[src/supply_integrity_pkg.sv]
/*
 Constants for the supply integrity monitor: register offset,
 field positions, reset values, reset sequencer timing and states.
 Assumes nothing of its surroundings.
*/
package supply_integrity_pkg;

   // Register map, byte address on APB
   localparam logic [7:0] INTEGRITY_CTRL_STATUS_OFS = 8'h00;

   // Field positions inside the control/status register
   localparam int AUX_SOURCE_SELECT_BIT = 7;
   localparam int AUX_IRQ_ENABLE_BIT = 6;
   localparam int AUX_DETECT_FLAG_BIT = 5;
   localparam int LOW_SUPPLY_RESET_FLAG_BIT = 4;
   localparam int WATCHDOG_RESET_FLAG_BIT = 0;

   // Reset values of the stored bits
   localparam logic RST_AUX_SOURCE_SELECT = 1'h0;
   localparam logic RST_AUX_IRQ_ENABLE = 1'h0;
   localparam logic RST_LOW_SUPPLY_RESET_FLAG = 1'h0;
   localparam logic RST_WATCHDOG_RESET_FLAG = 1'h0;

   // Threshold choices for the low-supply detector
   localparam logic [1:0] LEVEL_LOW = 2'h0;
   localparam logic [1:0] LEVEL_MEDIUM = 2'h1;
   localparam logic [1:0] LEVEL_HIGH = 2'h2;

   // Reset delay phase, in CPU clock cycles
   localparam int DELAY_SHORT_CYCLES = 256;
   localparam int DELAY_LONG_CYCLES = 4096;
   localparam int DELAY_CNT_W = 13;

   // Reset sequencer states
   typedef enum logic [1:0] {
      SEQ_RUN = 2'b00,
      SEQ_ACTIVE = 2'b01,
      SEQ_DELAY = 2'b10
   } seq_state_t;

endpackage

[src/level_sync.sv]
/*
 Two-flop synchroniser for a group of independent levels.
 Assumes each bit is a slow level; bits are not coherent as a word.
*/
`timescale 1ns/1ns
`default_nettype none
module level_sync #(
   parameter int WIDTH = 1
) (
   // Clock and reset
   input wire logic pclk,
   input wire logic presetn,
   // Levels
   input wire logic [WIDTH-1:0] async_in,
   output logic [WIDTH-1:0] sync_out
);

   logic [WIDTH-1:0] stage1; // Read only by the second stage

   ////////////////////////////////////////////////////////////////
   // One pair of flops per bit
   genvar i;
   generate
      for (i = 0; i < WIDTH; i++)
      begin : g_bit
         always_ff @(posedge pclk or negedge presetn)
         begin
            if (!presetn)
            begin
               stage1[i] <= 1'b0;
               sync_out[i] <= 1'b0;
            end
            else
            begin
               stage1[i] <= async_in[i];
               sync_out[i] <= stage1[i];
            end
         end
      end
   endgenerate

endmodule // level_sync
`default_nettype wire

[src/supply_integrity_monitor.sv]
/*
 Supply integrity monitor: low-supply reset sequencing, auxiliary
 voltage detector flag and interrupt, reset source flags, APB slave.
 Assumes analog comparators and option bits arrive as async levels,
 watchdog, CPU mask, halt/wait and ISR entry on pclk. presetn is the
 power-on reset of this block only; the system reset is an output.
*/
`timescale 1ns/1ns
`default_nettype none
module supply_integrity_monitor
   import supply_integrity_pkg::*;
#(
   parameter int DELAY_SHORT = DELAY_SHORT_CYCLES,
   parameter int DELAY_LONG = DELAY_LONG_CYCLES
) (
   // Clock and reset
   input wire logic pclk,
   input wire logic presetn,
   // APB slave
   input wire logic psel,
   input wire logic penable,
   input wire logic pwrite,
   input wire logic [7:0] paddr,
   input wire logic [31:0] pwdata,
   output logic [31:0] prdata,
   output logic pready,
   output logic pslverr,
   // Analog comparators, async, high means voltage low
   input wire logic low_supply_cmp,
   input wire logic aux_cmp_supply,
   input wire logic aux_cmp_pin,
   // Non-volatile option bits, async levels
   input wire logic lvd_enable_opt,
   input wire logic [1:0] lvd_level_opt,
   input wire logic long_delay_opt,
   // External reset pin, open drain
   input wire logic reset_pin_in,
   output logic reset_pin_out,
   output logic reset_pin_oe,
   // System side, on pclk
   input wire logic watchdog_reset_req,
   input wire logic cpu_int_mask,
   input wire logic isr_enter,
   input wire logic halt_mode,
   input wire logic wait_mode,
   // Outputs to system and analog
   output logic system_reset,
   output logic aux_irq,
   output logic wait_wakeup,
   output logic [1:0] lvd_level_sel,
   output logic aux_source_sel
);

   ////////////////////////////////////////////////////////////////
   // Synchronisers
   logic [6:0] raw_in; // Async inputs grouped
   logic [6:0] sync_in; // Same, after two flops
   logic low_supply_s; // Supply below threshold
   logic aux_supply_s; // Aux comparator on supply
   logic aux_pin_s; // Aux comparator on monitor pin
   logic lvd_enabled; // Option: detector on
   logic [1:0] level_opt_s; // Option: threshold
   logic long_delay_s; // Option: long delay
   logic pin_low_s; // Reset pin seen low

   assign raw_in = {~reset_pin_in & ~reset_pin_oe, long_delay_opt, lvd_level_opt,
                    lvd_enable_opt, aux_cmp_pin, aux_cmp_supply};

   // Comparators and pin pass two flops first
   level_sync #(
      .WIDTH(7)
   ) u_sync (
      .pclk(pclk),
      .presetn(presetn),
      .async_in(raw_in),
      .sync_out(sync_in)
   );

   // Low-supply comparator on its own pair of flops
   level_sync #(
      .WIDTH(1)
   ) u_sync_lvd (
      .pclk(pclk),
      .presetn(presetn),
      .async_in(low_supply_cmp),
      .sync_out(low_supply_s)
   );

   assign aux_supply_s = sync_in[0];
   assign aux_pin_s = sync_in[1];
   assign lvd_enabled = sync_in[2];
   assign level_opt_s = sync_in[4:3];
   assign long_delay_s = sync_in[5];
   assign pin_low_s = sync_in[6];

   ////////////////////////////////////////////////////////////////
   // Reset sources
   seq_state_t state; // Sequencer state
   seq_state_t next_state; // Its next value
   logic [DELAY_CNT_W-1:0] delay_cnt; // Delay phase counter
   logic [DELAY_CNT_W-1:0] delay_last; // Final count value
   logic lvd_reset; // Low-supply reset active
   logic wdg_reset; // Watchdog request
   logic ext_reset; // External pin pulled low
   logic any_reset; // Any source active
   logic delay_done; // Delay phase over

   // Detector ignored when not enabled by option
   assign lvd_reset = lvd_enabled & low_supply_s;
   assign wdg_reset = watchdog_reset_req;
   // Pin only counts while running; own pull masked before sync
   assign ext_reset = pin_low_s & (state == SEQ_RUN);
   assign any_reset = lvd_reset | wdg_reset | ext_reset;

   // Delay length from option, long or short
   assign delay_last = long_delay_s
      ? DELAY_CNT_W'(DELAY_LONG - 1)
      : DELAY_CNT_W'(DELAY_SHORT - 1);
   assign delay_done = (delay_cnt == delay_last);

   // Next state: a low supply always wins and restarts
   always_comb
   begin
      next_state = state;
      unique case (state)
         SEQ_RUN:
            if (any_reset)
               next_state = SEQ_ACTIVE;
         SEQ_ACTIVE:
            // Stay static while the supply is low
            if (!lvd_reset && !wdg_reset)
               next_state = SEQ_DELAY;
         SEQ_DELAY:
            if (lvd_reset || wdg_reset)
               next_state = SEQ_ACTIVE;
            else if (delay_done)
               next_state = SEQ_RUN;
         default:
            next_state = SEQ_ACTIVE;
      endcase
   end

   // State register
   always_ff @(posedge pclk or negedge presetn)
   begin
      if (!presetn)
         state <= SEQ_ACTIVE;
      else
         state <= next_state;
   end

   // Delay counter, cleared outside the delay phase
   always_ff @(posedge pclk or negedge presetn)
   begin
      if (!presetn)
         delay_cnt <= '0;
      else if (state != SEQ_DELAY || delay_done)
         delay_cnt <= '0;
      else
         delay_cnt <= delay_cnt + 1'b1;
   end

   // System reset and pin pull-down: whole active and delay phases
   always_ff @(posedge pclk or negedge presetn)
   begin
      if (!presetn)
      begin
         system_reset <= 1'b1;
         reset_pin_oe <= 1'b1;
         reset_pin_out <= 1'b0;
      end
      else
      begin
         system_reset <= (next_state != SEQ_RUN);
         reset_pin_oe <= (next_state != SEQ_RUN);
         reset_pin_out <= 1'b0;
      end
   end

   // Threshold choice to the analog detector
   always_ff @(posedge pclk or negedge presetn)
   begin
      if (!presetn)
         lvd_level_sel <= LEVEL_HIGH;
      else if (level_opt_s == LEVEL_LOW || level_opt_s == LEVEL_MEDIUM)
         lvd_level_sel <= level_opt_s;
      else
         // Unused code falls back to the safest level
         lvd_level_sel <= LEVEL_HIGH;
   end

   ////////////////////////////////////////////////////////////////
   // APB decode
   logic setup_phase; // First cycle of a transfer
   logic hit; // Address is the register
   logic wr_en; // Write takes effect now
   logic aux_irq_enable; // Stored interrupt enable
   logic aux_detect_flag; // Real-time aux flag
   logic low_supply_reset_flag; // Last reset was low supply
   logic watchdog_reset_flag; // Last reset was watchdog
   logic [7:0] reg_view; // Register as read

   assign setup_phase = psel & ~penable;
   assign hit = (paddr == INTEGRITY_CTRL_STATUS_OFS);
   // Writes ignored in halt, register frozen
   assign wr_en = psel & penable & pready & pwrite & hit
                & ~halt_mode;

   // Reserved bits 3:1 read as zero
   assign reg_view = {aux_source_sel, aux_irq_enable,
      aux_detect_flag, low_supply_reset_flag & lvd_enabled,
      3'h0, watchdog_reset_flag & lvd_enabled};

   // One wait-free answer: ready and data set in setup cycle
   always_ff @(posedge pclk or negedge presetn)
   begin
      if (!presetn)
      begin
         pready <= 1'b0;
         pslverr <= 1'b0;
         prdata <= 32'h0000_0000;
      end
      else
      begin
         pready <= setup_phase;
         pslverr <= setup_phase & ~hit;
         // Unmapped reads answer zero
         prdata <= (setup_phase & hit) ? {24'h00_0000, reg_view}
                                       : 32'h0000_0000;
      end
   end

   ////////////////////////////////////////////////////////////////
   // Software control bits
   // Source select and interrupt enable
   always_ff @(posedge pclk or negedge presetn)
   begin
      if (!presetn)
      begin
         aux_source_sel <= RST_AUX_SOURCE_SELECT;
         aux_irq_enable <= RST_AUX_IRQ_ENABLE;
      end
      else if (wr_en)
      begin
         aux_source_sel <= pwdata[AUX_SOURCE_SELECT_BIT];
         aux_irq_enable <= pwdata[AUX_IRQ_ENABLE_BIT];
      end
   end

   ////////////////////////////////////////////////////////////////
   // Reset source flags
   logic lvd_entry; // Entering active phase from low supply
   logic wdg_entry; // Watchdog reset event
   logic clr_lvd_flag; // Software writes zero
   logic clr_wdg_flag; // Software writes zero

   assign lvd_entry = lvd_reset & (state != SEQ_ACTIVE);
   assign wdg_entry = wdg_reset & (state != SEQ_ACTIVE);
   assign clr_lvd_flag = wr_en & ~pwdata[LOW_SUPPLY_RESET_FLAG_BIT];
   assign clr_wdg_flag = wr_en & ~pwdata[WATCHDOG_RESET_FLAG_BIT];

   // Low-supply flag: set wins, survives other resets
   always_ff @(posedge pclk or negedge presetn)
   begin
      if (!presetn)
         low_supply_reset_flag <= RST_LOW_SUPPLY_RESET_FLAG;
      else if (lvd_entry)
         low_supply_reset_flag <= 1'b1;
      else if (clr_lvd_flag)
         low_supply_reset_flag <= 1'b0;
   end

   // Watchdog flag: low supply clears it for a stable start
   always_ff @(posedge pclk or negedge presetn)
   begin
      if (!presetn)
         watchdog_reset_flag <= RST_WATCHDOG_RESET_FLAG;
      else if (lvd_reset)
         watchdog_reset_flag <= 1'b0;
      else if (wdg_entry)
         watchdog_reset_flag <= 1'b1;
      else if (clr_wdg_flag)
         watchdog_reset_flag <= 1'b0;
   end

   ////////////////////////////////////////////////////////////////
   // Auxiliary detector flag and interrupt
   logic aux_source_level; // Selected comparator
   logic next_aux_flag; // Flag value to load
   logic flag_toggle; // Flag changes this cycle
   logic enable_rise; // Enable written 0 to 1
   logic irq_event; // Pending request set
   logic aux_pending; // Pending request

   assign aux_source_level = aux_source_sel ? aux_pin_s
                                            : aux_supply_s;
   // Forced clear while the detector is disabled
   assign next_aux_flag = aux_source_level & lvd_enabled;
   assign flag_toggle = (next_aux_flag != aux_detect_flag);
   assign enable_rise = wr_en & pwdata[AUX_IRQ_ENABLE_BIT]
                      & ~aux_irq_enable;

   // A toggle while in reset raises nothing; enabling with the
   // flag already set counts as one event
   assign irq_event = lvd_enabled & ~system_reset & (
      (flag_toggle & ~halt_mode & aux_irq_enable)
      | (enable_rise & aux_detect_flag));

   // Flag tracks comparator, held while halted
   always_ff @(posedge pclk or negedge presetn)
   begin
      if (!presetn)
         aux_detect_flag <= 1'b0;
      else if (!halt_mode)
         aux_detect_flag <= next_aux_flag;
   end

   // Pending request: set wins over ISR-entry clear
   always_ff @(posedge pclk or negedge presetn)
   begin
      if (!presetn)
         aux_pending <= 1'b0;
      else if (irq_event)
         aux_pending <= 1'b1;
      else if (isr_enter || !aux_irq_enable)
         aux_pending <= 1'b0;
   end

   // Request to CPU and wake from wait; halt is never left here
   always_ff @(posedge pclk or negedge presetn)
   begin
      if (!presetn)
      begin
         aux_irq <= 1'b0;
         wait_wakeup <= 1'b0;
      end
      else
      begin
         aux_irq <= aux_pending & aux_irq_enable
                  & ~cpu_int_mask & ~isr_enter;
         wait_wakeup <= aux_pending & aux_irq_enable
                      & wait_mode & ~halt_mode;
      end
   end

endmodule // supply_integrity_monitor
`default_nettype wire

[config.mk]
export PLATFORM = sky130hd
export DESIGN_NAME = supply_integrity_monitor
export DESIGN_NICKNAME = d
export VERILOG_FILES = /design/src/supply_integrity_pkg.sv /design/src/level_sync.sv /design/src/supply_integrity_monitor.sv
export SDC_FILE = /design/constraint.sdc
export NUM_CORES = 1
export LEC_CHECK = 0
export ABC_AREA = 1
export ABC_CLOCK_PERIOD_IN_PS = 3100
export BUFFER_PORTS_ARGS = -buffer_cell sky130_fd_sc_hd__buf_2
export CORE_MARGIN = 2
export CORE_UTILIZATION = 50
export DETAILED_ROUTE_END_ITERATION = 12
export PLACE_DENSITY = 0.85
export SLEW_MARGIN = 25
export SYNTH_ARGS = -nofsm -noshare
export SYNTH_HDL_FRONTEND = slang
export SYNTH_SLANG_ARGS = --single-unit
[constraint.sdc]
create_clock -name pclk -period 3.1 [get_ports pclk]
set_input_delay 0 -clock pclk [delete_from_list [all_inputs] [get_ports pclk]]
set_output_delay 0 -clock pclk [all_outputs]
set_load 0.02 [all_outputs]
==> results by stage, run 1 <==
Clock tree:
- The clock passes through at most 2 buffers.
- The CTS H-tree depth is 2.
- TritonCTS created 5 clock buffers.
- TritonCTS built the clock tree.
- The cell chosen for the clock root is sky130_fd_sc_hd__clkbuf_8.
- The clock sink total is 49.
- The clock reaches the later pin of the worst-skew pair after 310 ps.
- The buffer count from post-CTS setup fixing is 0.
- After clock tree synthesis, the clock-pin slew on the worst setup and hold paths is 90 ps.

Power and ir drop:
- The design internal power is 878 uW.
- The worst vdd rail ir drop is 0.000479 V.
- The portion of total power attributed to the clock network is 32.9%.
- For this design the total switching power over the nets is 318 uW.
- The power per standard cell area is 452 nW/um^2.
- Combinational logic burns 10.9% of the power.
- The post-layout total power is 1.20 mW.
- For this design the static power due to leakage is 1.37 nW.
- Of the total power, registers draw 56.2%.
- The switching fraction of total power is 26.6%.

Final layout:
- The total area of multi-input combinational cells is 753 sq um.
- In the final design database the tool counted 354 nets.
- The number of antenna repair diodes is 0.
- The area of all placed cells without fillers is 2650 sq um.
- The sequential standard cell area is 1230 sq um.
- The fraction of layout cells with a size suffix above 1 is 24.3%.
- The number of fill cells is 358.
- The non-filler instance count after layout is 348.
- At the end of the flow the core is filled with cells to 61.7%.
- From synthesis to final layout, the design area changed by 20.8%.

Place:
- The placer's final routability congestion estimate is 0.845.
- The number of buffers added on ports is 43.
- The placed instance count is 319.
- Detailed placement finished with a half-perimeter wire length of 2740 um.
- The post-place instance area is 2340 sq um.
- The setup slack after placement is 1650 ps.

STA:
- The worst path in the final design needs a cycle of 1490 ps, including I/O delays and setup.
- Final hold analysis gives a worst-case slack of 6.98 ps.
- Static timing analysis puts the maximum clock frequency at 673 MHz.
- The transition time at the pin with the least slew margin is 584 ps.
- Setup violations remaining at the end of the flow were counted as 0.
- The number of failing hold endpoints at the final stage is 0.
- Setup slack closes at 1610 ps.
- The worst-case clock skew is 4.21 ps.
- The worst slew margin relative to its limit is 61.1%.
- The setup TNS after final layout is 0 ps.
- The final period utilization is 48.0%.
- The max-slew violation count is 0.
- Setup repair after global routing left no endpoint under its margin.

Routing:
- The post-detailed-route count of antenna-violating nets is 0.
- In this run, the number of DRC markers left after iteration 0 of detailed routing was 95.
- After detailed routing, the number of remaining DRC violations is 0.
- The first detailed-routing pass took 4 iterations.
- In the final routed layout, each cell accounts on average for 11.4 um.
- The aggregate routed wire length is 3960 um.
- After detailed routing, the number of vias per cell comes to 4.57.
- Summing over every cut layer, the via total after detailed routing is 1590.

Logic synthesis:
- Counting instances in the post-synthesis netlist gives the leading cell types as sky130_fd_sc_hd__dfrtp_1, sky130_fd_sc_hd__nand2_1, sky130_fd_sc_hd__nor2_1.
- The sequential area share after synthesis is 56.1%.
- Yosys printed 0 warnings.
- Counting every instance in the synthesized netlist gives 228.
- The leading area contributor after synthesis is sky130_fd_sc_hd__dfrtp_1.
- The share of async-settable or async-resettable flops after synthesis is 100%.
- The area of the mapped netlist is 2190 sq um.
- The average footprint of a synthesized cell is 9.62 sq um.
- The number of synthesized flops with an enable pin is 0.
- The most common flop cell mapped by yosys is sky130_fd_sc_hd__dfrtp_1.
- After synthesis, the netlist uses 30 different library cells.
- After synthesis the netlist holds a flip-flop and latch count of 49.
- The share of the synthesized area in the top cell type is 52.5%.
- The most common cell in the synthesized netlist is sky130_fd_sc_hd__dfrtp_1.
- Sorting the synthesized cells by area gives the leading types as sky130_fd_sc_hd__dfrtp_1, sky130_fd_sc_hd__buf_4, sky130_fd_sc_hd__nand2_1.

Global routing:
- The first-pass GRT wire length is 6640 um.
- Summed over all layers, the global routing overflow is 0.
- The initial antenna violation count is 0.
- Entering global routing, the biggest net connects 50 pins.
- The number of global-route vias before repair is 1568.
- Global routing used 17.4% of the available tracks.

Floorplan:
- The floorplan step defined a core boundary enclosing 4290 sq um.
- After floorplanning, the core was divided into 24 placement rows.
- The floorplan die width is 70.2 um.
- The I/O pin count is 100.
- The floorplan step defined a die boundary enclosing 4930 sq um.
- The height of the chip is 70.2 um.
- Once the floorplan was initialized, standard cells occupied 51.1% of the core.

Setup path:
- Among all stages on the critical path, the largest delay is contributed by sky130_fd_sc_hd__dlygate4sd3_1.
- For the worst setup path, the data arrival time is 1730 ps.
- Data on the critical path is required at its endpoint by 3340 ps.
- Walking the worst path, the cells encountered are nand2_1 -> or2_2 -> nor2_1 -> dlygate4sd3_1.
- The highest cell delay on the worst timing path is 570 ps.
- The kind of launch point of the worst setup path is a register.
- The worst setup path is of the register to register kind.
- STA classifies the critical path endpoint as a register.
- Along the worst path, the maximum fanout reaches 4.

Run:
- Max-cap violations in this run came to 0.

Run status:
- The run finished with clean final reports.

Hold path:
- The tightest min-delay check is of the input port to register type.
==> what timing repair did <==
item | in CTS | in global routing
hold buffers | 21 | 0
endpoints found under the hold margin | 65 | 0
gates resized for setup | 0 | 0
==> state kept, by name, indices dropped and copies added (netlist names), 2 cells and up <==
signal           count
u_sync.sync_out      7
delay_cnt           13
u_sync.stage1        7
lvd_level_sel        2
prdata               5
state                2
==> final cells by class <==
cell class                      count  share of cell area, %
Clock buffer                        5                   2.60
Clock inverter                      3                   1.09
Inverter                           20                   2.83
Multi-Input combinational cell    155                   28.4
Sequential cell                    49                   46.4
Tap cell                           52                   2.46
Timing Repair Buffer               64                   16.2
==> path summary, 6_finish.rpt <==
| path | start | end | slack (ps) | depth (start not counted) |
|---|---|---|---|---|
| worst max register to register | aux_irq_enable | aux_irq | 1610 | 4 |
| worst max-delay path | aux_irq_enable | aux_irq | 1610 | 4 |
| max in group asynchronous | presetn | wait_wakeup | 2470 | 2 |
| min in group asynchronous | presetn | prdata[0] | 230 | 2 |
| worst min register to register | u_sync.stage1[5] | u_sync.sync_out[5] | 360 | 0 |
| worst min-delay path | pwdata[7] | aux_source_sel | 7 | 3 |
==> power groups by stage <==
stage / logic [mW] / clock network, mW / registers (mW)
global route: 0.143 / 0.428 / 0.675
finish: 0.130 / 0.394 / 0.672
global placement: 0.107 / 0 / 0.684
detailed placement: 0.109 / 0 / 0.685
CTS: 0.129 / 0.407 / 0.672
floorplan: 0.0937 / 0 / 0.688
==> worst max-delay path, delay by kind of cell (launching register included) <==
kind,cells,cell delay (ps)
buffers and inverters,1,570
DFF,1,390
and+or+nand+nor,3,460
==> per-layer routing <==
metal / track usage (%) / vias to the layer above / share of wire [%]
li1: - / 784 / -
met1: 18.9 / 760 / 41
met2: 32.4 / 40 / 54
met3: 5.05 / 6 / 4.3
met4: 5.34 / 0 / 1.3
met5: 0 / - / 0
==> placed cells by master (no fill, tap or decap), types with 4 or more instances in the layout <==
master | Yosys | layout
sky130_fd_sc_hd__a21oi_1 | 4 | 4
sky130_fd_sc_hd__buf_2 | 0 | 42
sky130_fd_sc_hd__clkbuf_8 | 0 | 5
sky130_fd_sc_hd__conb_1 | 1 | 28
sky130_fd_sc_hd__dfrtp_1 | 46 | 46
sky130_fd_sc_hd__dlygate4sd3_1 | 0 | 21
sky130_fd_sc_hd__inv_1 | 19 | 19
sky130_fd_sc_hd__nand2_1 | 43 | 43
sky130_fd_sc_hd__nand3_1 | 10 | 10
sky130_fd_sc_hd__nor2_1 | 33 | 33
sky130_fd_sc_hd__nor3_1 | 5 | 5
==> cell families after synthesis <==
family | Yosys count | share of synthesized area, %
AO/OA/AOI/OAI | 8 | 2.05
XOR/XNOR | 3 | 1.20
adder cells (fa/ha/maj) | 1 | 0.570
buffers and inverters | 51 | 14.2
flip-flops | 49 | 56.1
other | 1 | 0.171
AND/OR/NAND/NOR | 115 | 25.7
Power figures use the tool's default switching activity.
==> inputs of run 2 (changes only) <==
--- a/config.mk
+++ b/config.mk
@@ -6,12 +6,12 @@
 export NUM_CORES = 1
 export LEC_CHECK = 0
 export ABC_AREA = 1
-export ABC_CLOCK_PERIOD_IN_PS = 3100
+export ABC_CLOCK_PERIOD_IN_PS = 1200
 export BUFFER_PORTS_ARGS = -buffer_cell sky130_fd_sc_hd__buf_2
 export CORE_MARGIN = 2
-export CORE_UTILIZATION = 50
+export CORE_UTILIZATION = 42
 export DETAILED_ROUTE_END_ITERATION = 12
-export PLACE_DENSITY = 0.85
+export PLACE_DENSITY = 0.76
 export SLEW_MARGIN = 25
 export SYNTH_ARGS = -nofsm -noshare
 export SYNTH_HDL_FRONTEND = slang
==> constraint.sdc (replaced) <==
create_clock -name pclk -period 1.2 [get_ports pclk]
set_input_delay 0 -clock pclk [delete_from_list [all_inputs] [get_ports pclk]]
set_output_delay 0 -clock pclk [all_outputs]
set_load 0.02 [all_outputs]
==> run 2 against run 1 <==
  * The flow now finishes with violations (setup timing)
  * Core utilization fell by 5.3 points
  * Hold slack improved by 82 ps
  * First-iteration DRC count is 38% lower
  * Wire length grew 2.7%
  * Sequential share of layout area fell by 3.5 points
  * Design area rose by 8.0%
  * Largest power group unchanged
==> results by stage, run 2 (synthesis gave the netlist of run 1 again) <==
Clock tree:
- The cell chosen for the clock root is sky130_fd_sc_hd__clkbuf_8.
- The clock tree from TritonCTS is built.
- The maximum buffer depth of the clock tree is 2 (unchanged).
- The clock sink total is 49 (unchanged).
- The number of clock buffers inserted by TritonCTS is 5 (unchanged).
- The worst-skew pair later-pin latency came to 300 ps (about the same).
- The clock-pin slew on the worst setup and hold paths was 90 ps (about the same).
- The CTS H-tree depth is 2 (unchanged).

Global routing:
- The first-pass GRT wire length was 7060 um (+6.3%).
- The met1 track utilization from global routing is 17.4% (-1.5 points).
- The met3 track utilization from global routing is 4.38% (-0.67 points).
- The largest net degree at the start of global routing is 26 (-48%).
- The remaining global-route overflow is 0 (unchanged).
- The initial antenna violation count is 0 (unchanged).
- The global-route total usage across every layer is 15.3% (-2.1 points).
- met2 is the most crowded layer.
- The global-route met2 utilization is 27.4% (-5.0 points).
- The number of global-route vias before repair is 1667 (+6.3%).

Power and ir drop:
- The post-layout total power was 3.15 mW (+160%).
- The power per standard cell area is 1100 nW/um^2 (+140%).
- The leakage power total is 1.48 nW (+8.3%).
- The worst vdd rail ir drop came to 0.000687 V (+43%).

Routing:
- The number of iterations in the first detailed-routing pass is 4 (unchanged).
- The detailed-route DRC error count is 0 (unchanged).
- The first-iteration detailed-routing DRC count is 59 (-38%).
- The aggregate routed wire length is 4070 um (+2.7%).
- The via density per instance was 4.26 (-6.9%).
- The count of vias placed by the detailed router is 1617 (+1.7%).
- The detail-routed net length per standard cell is 10.7 um (-5.9%).
- The post-detailed-route count of antenna-violating nets is 0 (unchanged).

STA:
- The minimum clock period is 1280 ps (-206 ps).
- The final period utilization is 107% (+59 points).
- The worst hold slack across all endpoints is 88.7 ps (+81.7 ps).
- The number of failing hold endpoints at the final stage is 0 (unchanged).
- The worst slew margin relative to its limit was 64.3% (+3.2 points).
- The transition time at the pin with the least slew margin is 535 ps (-48.7 ps).
- The worst-case clock skew is 5.18 ps (+0.969 ps).
- The maximum clock rate came to 780 MHz (+16%).
- The slack of the critical path came to -81.4 ps (-1690 ps).
- The total of endpoints with negative setup slack in the final report is 14 (+14).
- Setup repair after global routing could not meet its margin everywhere.
- The max-slew violation count is 0 (unchanged).
- The setup TNS after final layout is -900 ps (-900 ps).

Final layout:
- The register name with the most flops is delay_cnt.
- The post-synthesis to final-layout area growth is 30.5%.
- The area of all placed cells without fillers is 2860 sq um (+8.0%).
- The flip-flop count of the largest register, all copies and words added is 13 (unchanged).
- The number of fill cells is 451 (+26%).
- The largest registers in the layout are delay_cnt (13), u_sync.stage1 (7), u_sync.sync_out (7).
- The number of antenna repair diodes is 0 (unchanged).
- The top cell types in the final layout, fill and taps aside, are sky130_fd_sc_hd__dfrtp_1, sky130_fd_sc_hd__nand2_1, sky130_fd_sc_hd__buf_2.
- The fraction of layout cells with a size suffix above 1 is 30.6% (+6.3 points).
- The number of nets in the final layout was 368 (+4.0%).
- Leaving out fill and tap cells, the most frequent cell in the layout is sky130_fd_sc_hd__dfrtp_1.

Floorplan:
- The I/O pin count is 100 (unchanged).
- The core area came to 5070 sq um (+18%).
- The starting utilization of the core area is 43.2% (-7.9 points).
- The number of cell rows is 26 (+8.3%).
- The floorplan die width is 76.3 um (+8.6%).
- The height of the chip is 76.3 um (+8.6%).
- The die footprint is 5820 sq um (+18%).

Setup path:
- The endpoint kind of the worst setup timing path is a register.
- By startpoint and endpoint, the worst setup path is classified as register to register.
- The kind of launch point of the worst setup path is a register.
- The worst path required time came to 1400 ps (-1940 ps).
- The arrival time at the worst endpoint came to 1480 ps (-250 ps).
- The largest fanout on the critical path came to 6 (+2).

Run status:
- The final reports fail on setup timing.
- The run finished, with violations left.

Run:
- The max-cap check violation count is 0 (unchanged).

Place:
- The number of buffers added on ports is 43 (unchanged).
- The post-place instance area is 2460 sq um (+5.2%).
- The placer's final routability congestion estimate is 0.837 (-0.96%).
- The setup slack after placement is -174 ps (-1820 ps).
- The detailed placement HPWL is 2910 um (+5.9%).

Hold path:
- The type of the worst min-delay path is input port to register.
[run 2: timing repair]
action                                 4_1_cts  5_1_grt
buffers inserted                             1        0
resized for setup                            8       12
cloned                                       1        0
hold buffers                                21        0
endpoints found under the hold margin       38        0
setup endpoints to repair                   15       19
pin swaps                                    6        4
[run 2: final timing paths]
check	startpoint	endpoint	slack, ps	cells past startpoint
setup / recovery	delay_cnt[1]	delay_cnt[11]	-80	8
hold / removal	pwdata[0]	watchdog_reset_flag	90	4
setup reg to reg	delay_cnt[1]	delay_cnt[11]	-80	8
hold reg to reg	u_sync.stage1[4]	u_sync.sync_out[4]	350	0
max in group asynchronous	presetn	pslverr	490	3
min in group asynchronous	presetn	lvd_level_sel[0]	190	2
[run 2: per-stage QoR]
step | std cells | util (%)
after floorplan | 255 | -
after global placement | 350 | 48.5
after detailed placement | 350 | 48.5
after CTS | 381 | 55.6
after global routing | 380 | 56.4
final | 380 | 56.4
[run 2: layer usage]
layer	wire, um	vias up
met5	0	-
met4	61	0
met3	211	6
met2	2080	47
met1	1710	747
li1	-	817
[run 2: critical path, cell delays in order (launching register included)]
cell	delay [ps]
sky130_fd_sc_hd__dfrtp_1	400
sky130_fd_sc_hd__ha_4	170
sky130_fd_sc_hd__nand3_4	110
sky130_fd_sc_hd__inv_4	90
sky130_fd_sc_hd__nand2_4	50
sky130_fd_sc_hd__nor2_4	90
sky130_fd_sc_hd__nand2_4	80
sky130_fd_sc_hd__nand2_4	130
sky130_fd_sc_hd__a21oi_1	50
[run 2: final cells by class]
cell class / instances / area, sq um / share of cell area, %
Timing Repair Buffer: 77 / 532 / 18.6
Inverter: 20 / 77.6 / 2.71
Tap cell: 70 / 87.6 / 3.06
Multi-Input combinational cell: 156 / 835 / 29.2
Clock inverter: 2 / 17.5 / 0.612
Sequential cell: 49 / 1230 / 43.0
Clock buffer: 6 / 82.6 / 2.89
[run 2: power by group]
group	switching [mW]	total [mW]	internal (mW)
Combinational	0.226	0.367	0.141
Sequential	0.0288	1.74	1.71
Clock	0.565	1.04	0.479
==> inputs of run 3 (changes only) <==
--- a/config.mk
+++ b/config.mk
@@ -5,13 +5,13 @@
 export SDC_FILE = /design/constraint.sdc
 export NUM_CORES = 1
 export LEC_CHECK = 0
-export ABC_AREA = 1
+export ABC_AREA = 0
 export ABC_CLOCK_PERIOD_IN_PS = 1200
 export BUFFER_PORTS_ARGS = -buffer_cell sky130_fd_sc_hd__buf_2
 export CORE_MARGIN = 2
-export CORE_UTILIZATION = 42
+export CORE_UTILIZATION = 41
 export DETAILED_ROUTE_END_ITERATION = 12
-export PLACE_DENSITY = 0.76
+export PLACE_DENSITY = 0.75
 export SLEW_MARGIN = 25
 export SYNTH_ARGS = -nofsm -noshare
 export SYNTH_HDL_FRONTEND = slang
==> run 3 against run 2 <==
  * The run still ends with setup timing left
  * Via count fell by 5.4%
  * Critical path depth fell by 4
  * Global-route usage rose by 1.1 points
  * Die area fell by 3.7%
  * Sequential share of layout area fell by 0.33 points
  * Core utilization rose by 3.9 points
  * Sequential power barely moved
  * Combinational power fell by 3%
  * Largest power group unchanged
  * Highest routed layer unchanged
==> results by stage, run 3 <==
Run status:
- The flow ran to the end, but the final reports show violations.
- The final reports fail on setup timing.

Routing:
- The detail-routed net length per standard cell is 12.7 um (+19%).
- The first-iteration detailed-routing DRC count is 111 (+88%).
- The detailed-route DRC error count is 0 (unchanged).
- The count of vias placed by the detailed router was 1530 (-5.4%).
- The via density per instance is 4.47 (+5.1%).
- The aggregate routed wire length is 4350 um (+7.1%).
- The post-detailed-route count of antenna-violating nets is 0 (unchanged).
- The number of iterations in the first detailed-routing pass is 4 (unchanged).

Floorplan:
- The floorplan die width was 74.8 um (-1.9%).
- The starting utilization of the core area came to 43.0% (-0.24 points).
- The height of the chip is 74.8 um (-1.9%).
- The number of cell rows is 25 (-3.8%).
- The die footprint came to 5600 sq um (-3.7%).
- The core area is 4790 sq um (-5.7%).
- The I/O pin count is 100 (unchanged).

Logic synthesis:
- Summed over all instances, the cell type with the most area after synthesis is sky130_fd_sc_hd__dfrtp_1.
- The share of the synthesized area in the top cell type came to 56.0% (+3.5 points).
- Ranked by total cell area, the synthesized netlist is headed by sky130_fd_sc_hd__dfrtp_1, sky130_fd_sc_hd__buf_4, sky130_fd_sc_hd__xnor2_1.
- The average footprint of a synthesized cell is 11.6 sq um (+21%).
- After synthesis, the most frequently instantiated cells are sky130_fd_sc_hd__dfrtp_1, sky130_fd_sc_hd__buf_4, sky130_fd_sc_hd__nor2_1.
- The sequential area share after synthesis is 59.8% (+3.7 points).
- The instance count of the mapped netlist is 177 (-22%).
- The count of synthesis-stage warnings from yosys is 0 (unchanged).
- The area of the mapped netlist is 2060 sq um (-6.2%).
- The share of async-settable or async-resettable flops after synthesis is 100% (unchanged).
- The number of synthesized flops with an enable pin is 0 (unchanged).
- The unique cell type count in the Yosys netlist came to 34 (+13%).
- The flop and latch count out of synthesis is 49 (unchanged).
- The most common flop cell mapped by yosys is sky130_fd_sc_hd__dfrtp_1.
- Among all cell types in the netlist, the one instantiated most often is sky130_fd_sc_hd__dfrtp_1.

Setup path:
- The critical-path cell with the highest stage delay is sky130_fd_sc_hd__or4_4.
- The kind of launch point of the worst setup path is a register.
- Walking the worst path, the cells encountered are or4_4 -> mux2i_4 -> a211o_4 -> a21boi_2.
- The gate family responsible for the most delay along the worst path is simple AND/OR/NAND/NOR gates.
- The worst reg2reg path depth is 4 (-4).
- The worst path required time is 1390 ps (about the same).
- The total number of cells along the worst setup path is 4 (-4).
- The highest cell delay on the worst timing path came to 540 ps (+140 ps).
- The classification of the worst setup path is register to register.
- The arrival time at the worst endpoint is 1750 ps (+270 ps).
- The sum of buffers and inverters on the critical path came to 0 (-1).
- The largest fanout on the critical path is 7 (+1).
- The worst setup path is captured at a register.

Final layout:
- The register name with the most flops is delay_cnt.
- The area of all placed cells without fillers was 2890 sq um (+0.87%).
- The number of nets in the final layout is 333 (-9.5%).
- The flip-flop count of the largest register, all copies and words added is 13 (unchanged).
- The post-synthesis to final-layout area growth is 40.3%.
- The top cell types in the final layout, fill and taps aside, are sky130_fd_sc_hd__dfrtp_1, sky130_fd_sc_hd__buf_2, sky130_fd_sc_hd__buf_4.
- The fraction of layout cells with a size suffix above 1 is 40.7% (+10 points).
- The number of antenna repair diodes was 0 (unchanged).
- The commonest non-fill, non-tap cell in the layout is sky130_fd_sc_hd__dfrtp_1.
- The largest registers in the layout are delay_cnt (13), u_sync.stage1 (7), u_sync.sync_out (7).

Clock tree:
- The clock-pin slew on the worst setup and hold paths is 90 ps (about the same).
- The CTS H-tree depth is 2 (unchanged).
- The cell chosen for the clock root is sky130_fd_sc_hd__clkbuf_8.
- The clock sink total is 49 (unchanged).
- The maximum buffer depth of the clock tree is 2 (unchanged).
- TritonCTS built the clock tree.
- The number of clock buffers inserted by TritonCTS is 5 (unchanged).
- The worst-skew pair later-pin latency is 310 ps (about the same).

Global routing:
- The initial antenna violation count is 0 (unchanged).
- The first-pass GRT wire length came to 6580 um (-6.7%).
- The number of global-route vias before repair is 1446 (-13%).
- The largest net degree at the start of global routing came to 21 (-19%).
- The global-route total usage across every layer came to 16.4% (+1.1 points).
- The remaining global-route overflow is 0 (unchanged).

STA:
- The max-slew violation count was 0 (unchanged).
- The setup TNS after final layout was -5400 ps (-4500 ps).
- Setup repair after global routing could not meet its margin everywhere.
- The final period utilization is 130% (+23 points).
- The minimum clock period is 1560 ps (+274 ps).
- The worst-case clock skew was 8.65 ps (+3.47 ps).
- The total of endpoints with negative setup slack in the final report is 20 (+6).
- The number of failing hold endpoints at the final stage is 0 (unchanged).
- The slack of the critical path was -355 ps (-274 ps).
- The maximum clock rate came to 643 MHz (-18%).

Hold path:
- The min-delay analysis places its worst path in the category input port to register.
- The cell count of the worst hold path is 3 (-1).

Run:
- The max-cap check violation count is 0 (unchanged).

Place:
- The placer's final routability congestion estimate is 0.793 (-5.3%).
- The number of buffers added on ports was 43 (unchanged).
- The post-place instance area is 2460 sq um (-0.20%).
- The detailed placement HPWL was 2870 um (-1.2%).

Power and ir drop:
- The leakage power total came to 1.38 nW (-6.9%).
- The worst vdd rail ir drop came to 0.00112 V (+63%).
- The power per standard cell area is 1140 nW/um^2 (+3.7%).
- The post-layout total power is 3.29 mW (+4.6%).
[run 3: worst reg2reg max path: stages (launching register included)]
cell	delay (ps)
sky130_fd_sc_hd__dfrtp_1	390
sky130_fd_sc_hd__or4_4	540
sky130_fd_sc_hd__mux2i_4	210
sky130_fd_sc_hd__a211o_4	240
sky130_fd_sc_hd__a21boi_2	60
[run 3: power by group]
| group | internal [mW] | leakage, nW | switching [mW] |
|---|---|---|---|
| logic | 0.145 | 0.697 | 0.210 |
| clock network | 0.679 | 0.0585 | 0.525 |
| registers | 1.71 | 0.627 | 0.0294 |
| total | 2.53 | 1.38 | 0.765 |
[run 3: kinds of logic after synthesis]
group | synth area share, %
AOI/OAI and AO/OA | 3.71
xor gates and xnor gates | 5.11
adders and majority gates | 0.608
buffers and inverters | 12.0
DFF | 59.8
muxes | 2.13
other | 0.182
and+or+nand+nor | 16.4
[run 3: metal layers]
| metal | global-route usage [%] | part of all wire, % | vias to the layer above |
|---|---|---|---|
| met2 | 26.0 | 51 | 60 |
| met3 | 5.89 | 5.9 | 7 |
| met1 | 20.1 | 41 | 736 |
| li1 | - | - | 727 |
| met5 | 0 | 0 | - |
| met4 | 7.74 | 2.1 | 0 |
[run 3: area by class of cell]
class                           instances  area, sq um
Fill cell                             375         1900
Inverter                                4         15.0
Clock buffer                            7         86.3
Timing Repair Buffer                   93          651
Multi-Input combinational cell        121          790
Sequential cell                        49         1230
Tap cell                               67         83.8
Clock inverter                          1         30.0
[run 3: metrics by stage]
| step | utilization, % | hold slack (ps) | std cells | worst slack (ps) |
|---|---|---|---|---|
| final | 60.3 | 19.6 | 342 | -355 |
| after global routing | 60.3 | 23.8 | 342 | -398 |
| after CTS | 58.7 | 0.737 | 341 | -391 |
| after detailed placement | 51.3 | -41.8 | 312 | -394 |
| after global placement | 51.3 | -43.4 | 312 | -353 |
| after floorplan | - | -296 | 204 | -258 |
[run 3: repair_timing]
item | in CTS | in global routing
pin swaps | 6 | 6
endpoints found under the setup margin | 20 | 20
hold buffers | 19 | 0
cloned | 1 | 0
gates resized for setup | 11 | 15
endpoints found under the hold margin | 65 | 0
setup buffers | 1 | 1
[run 3: final timing paths]
kind,start,end,slack (ps)
worst max-delay path,delay_cnt[10],state[1],-360
worst min-delay path,halt_mode,aux_detect_flag,20
worst max register to register,delay_cnt[10],state[1],-360
worst min register to register,u_sync.stage1[4],u_sync.sync_out[4],350
max in group asynchronous,presetn,system_reset,520
min in group asynchronous,presetn,delay_cnt[8],150
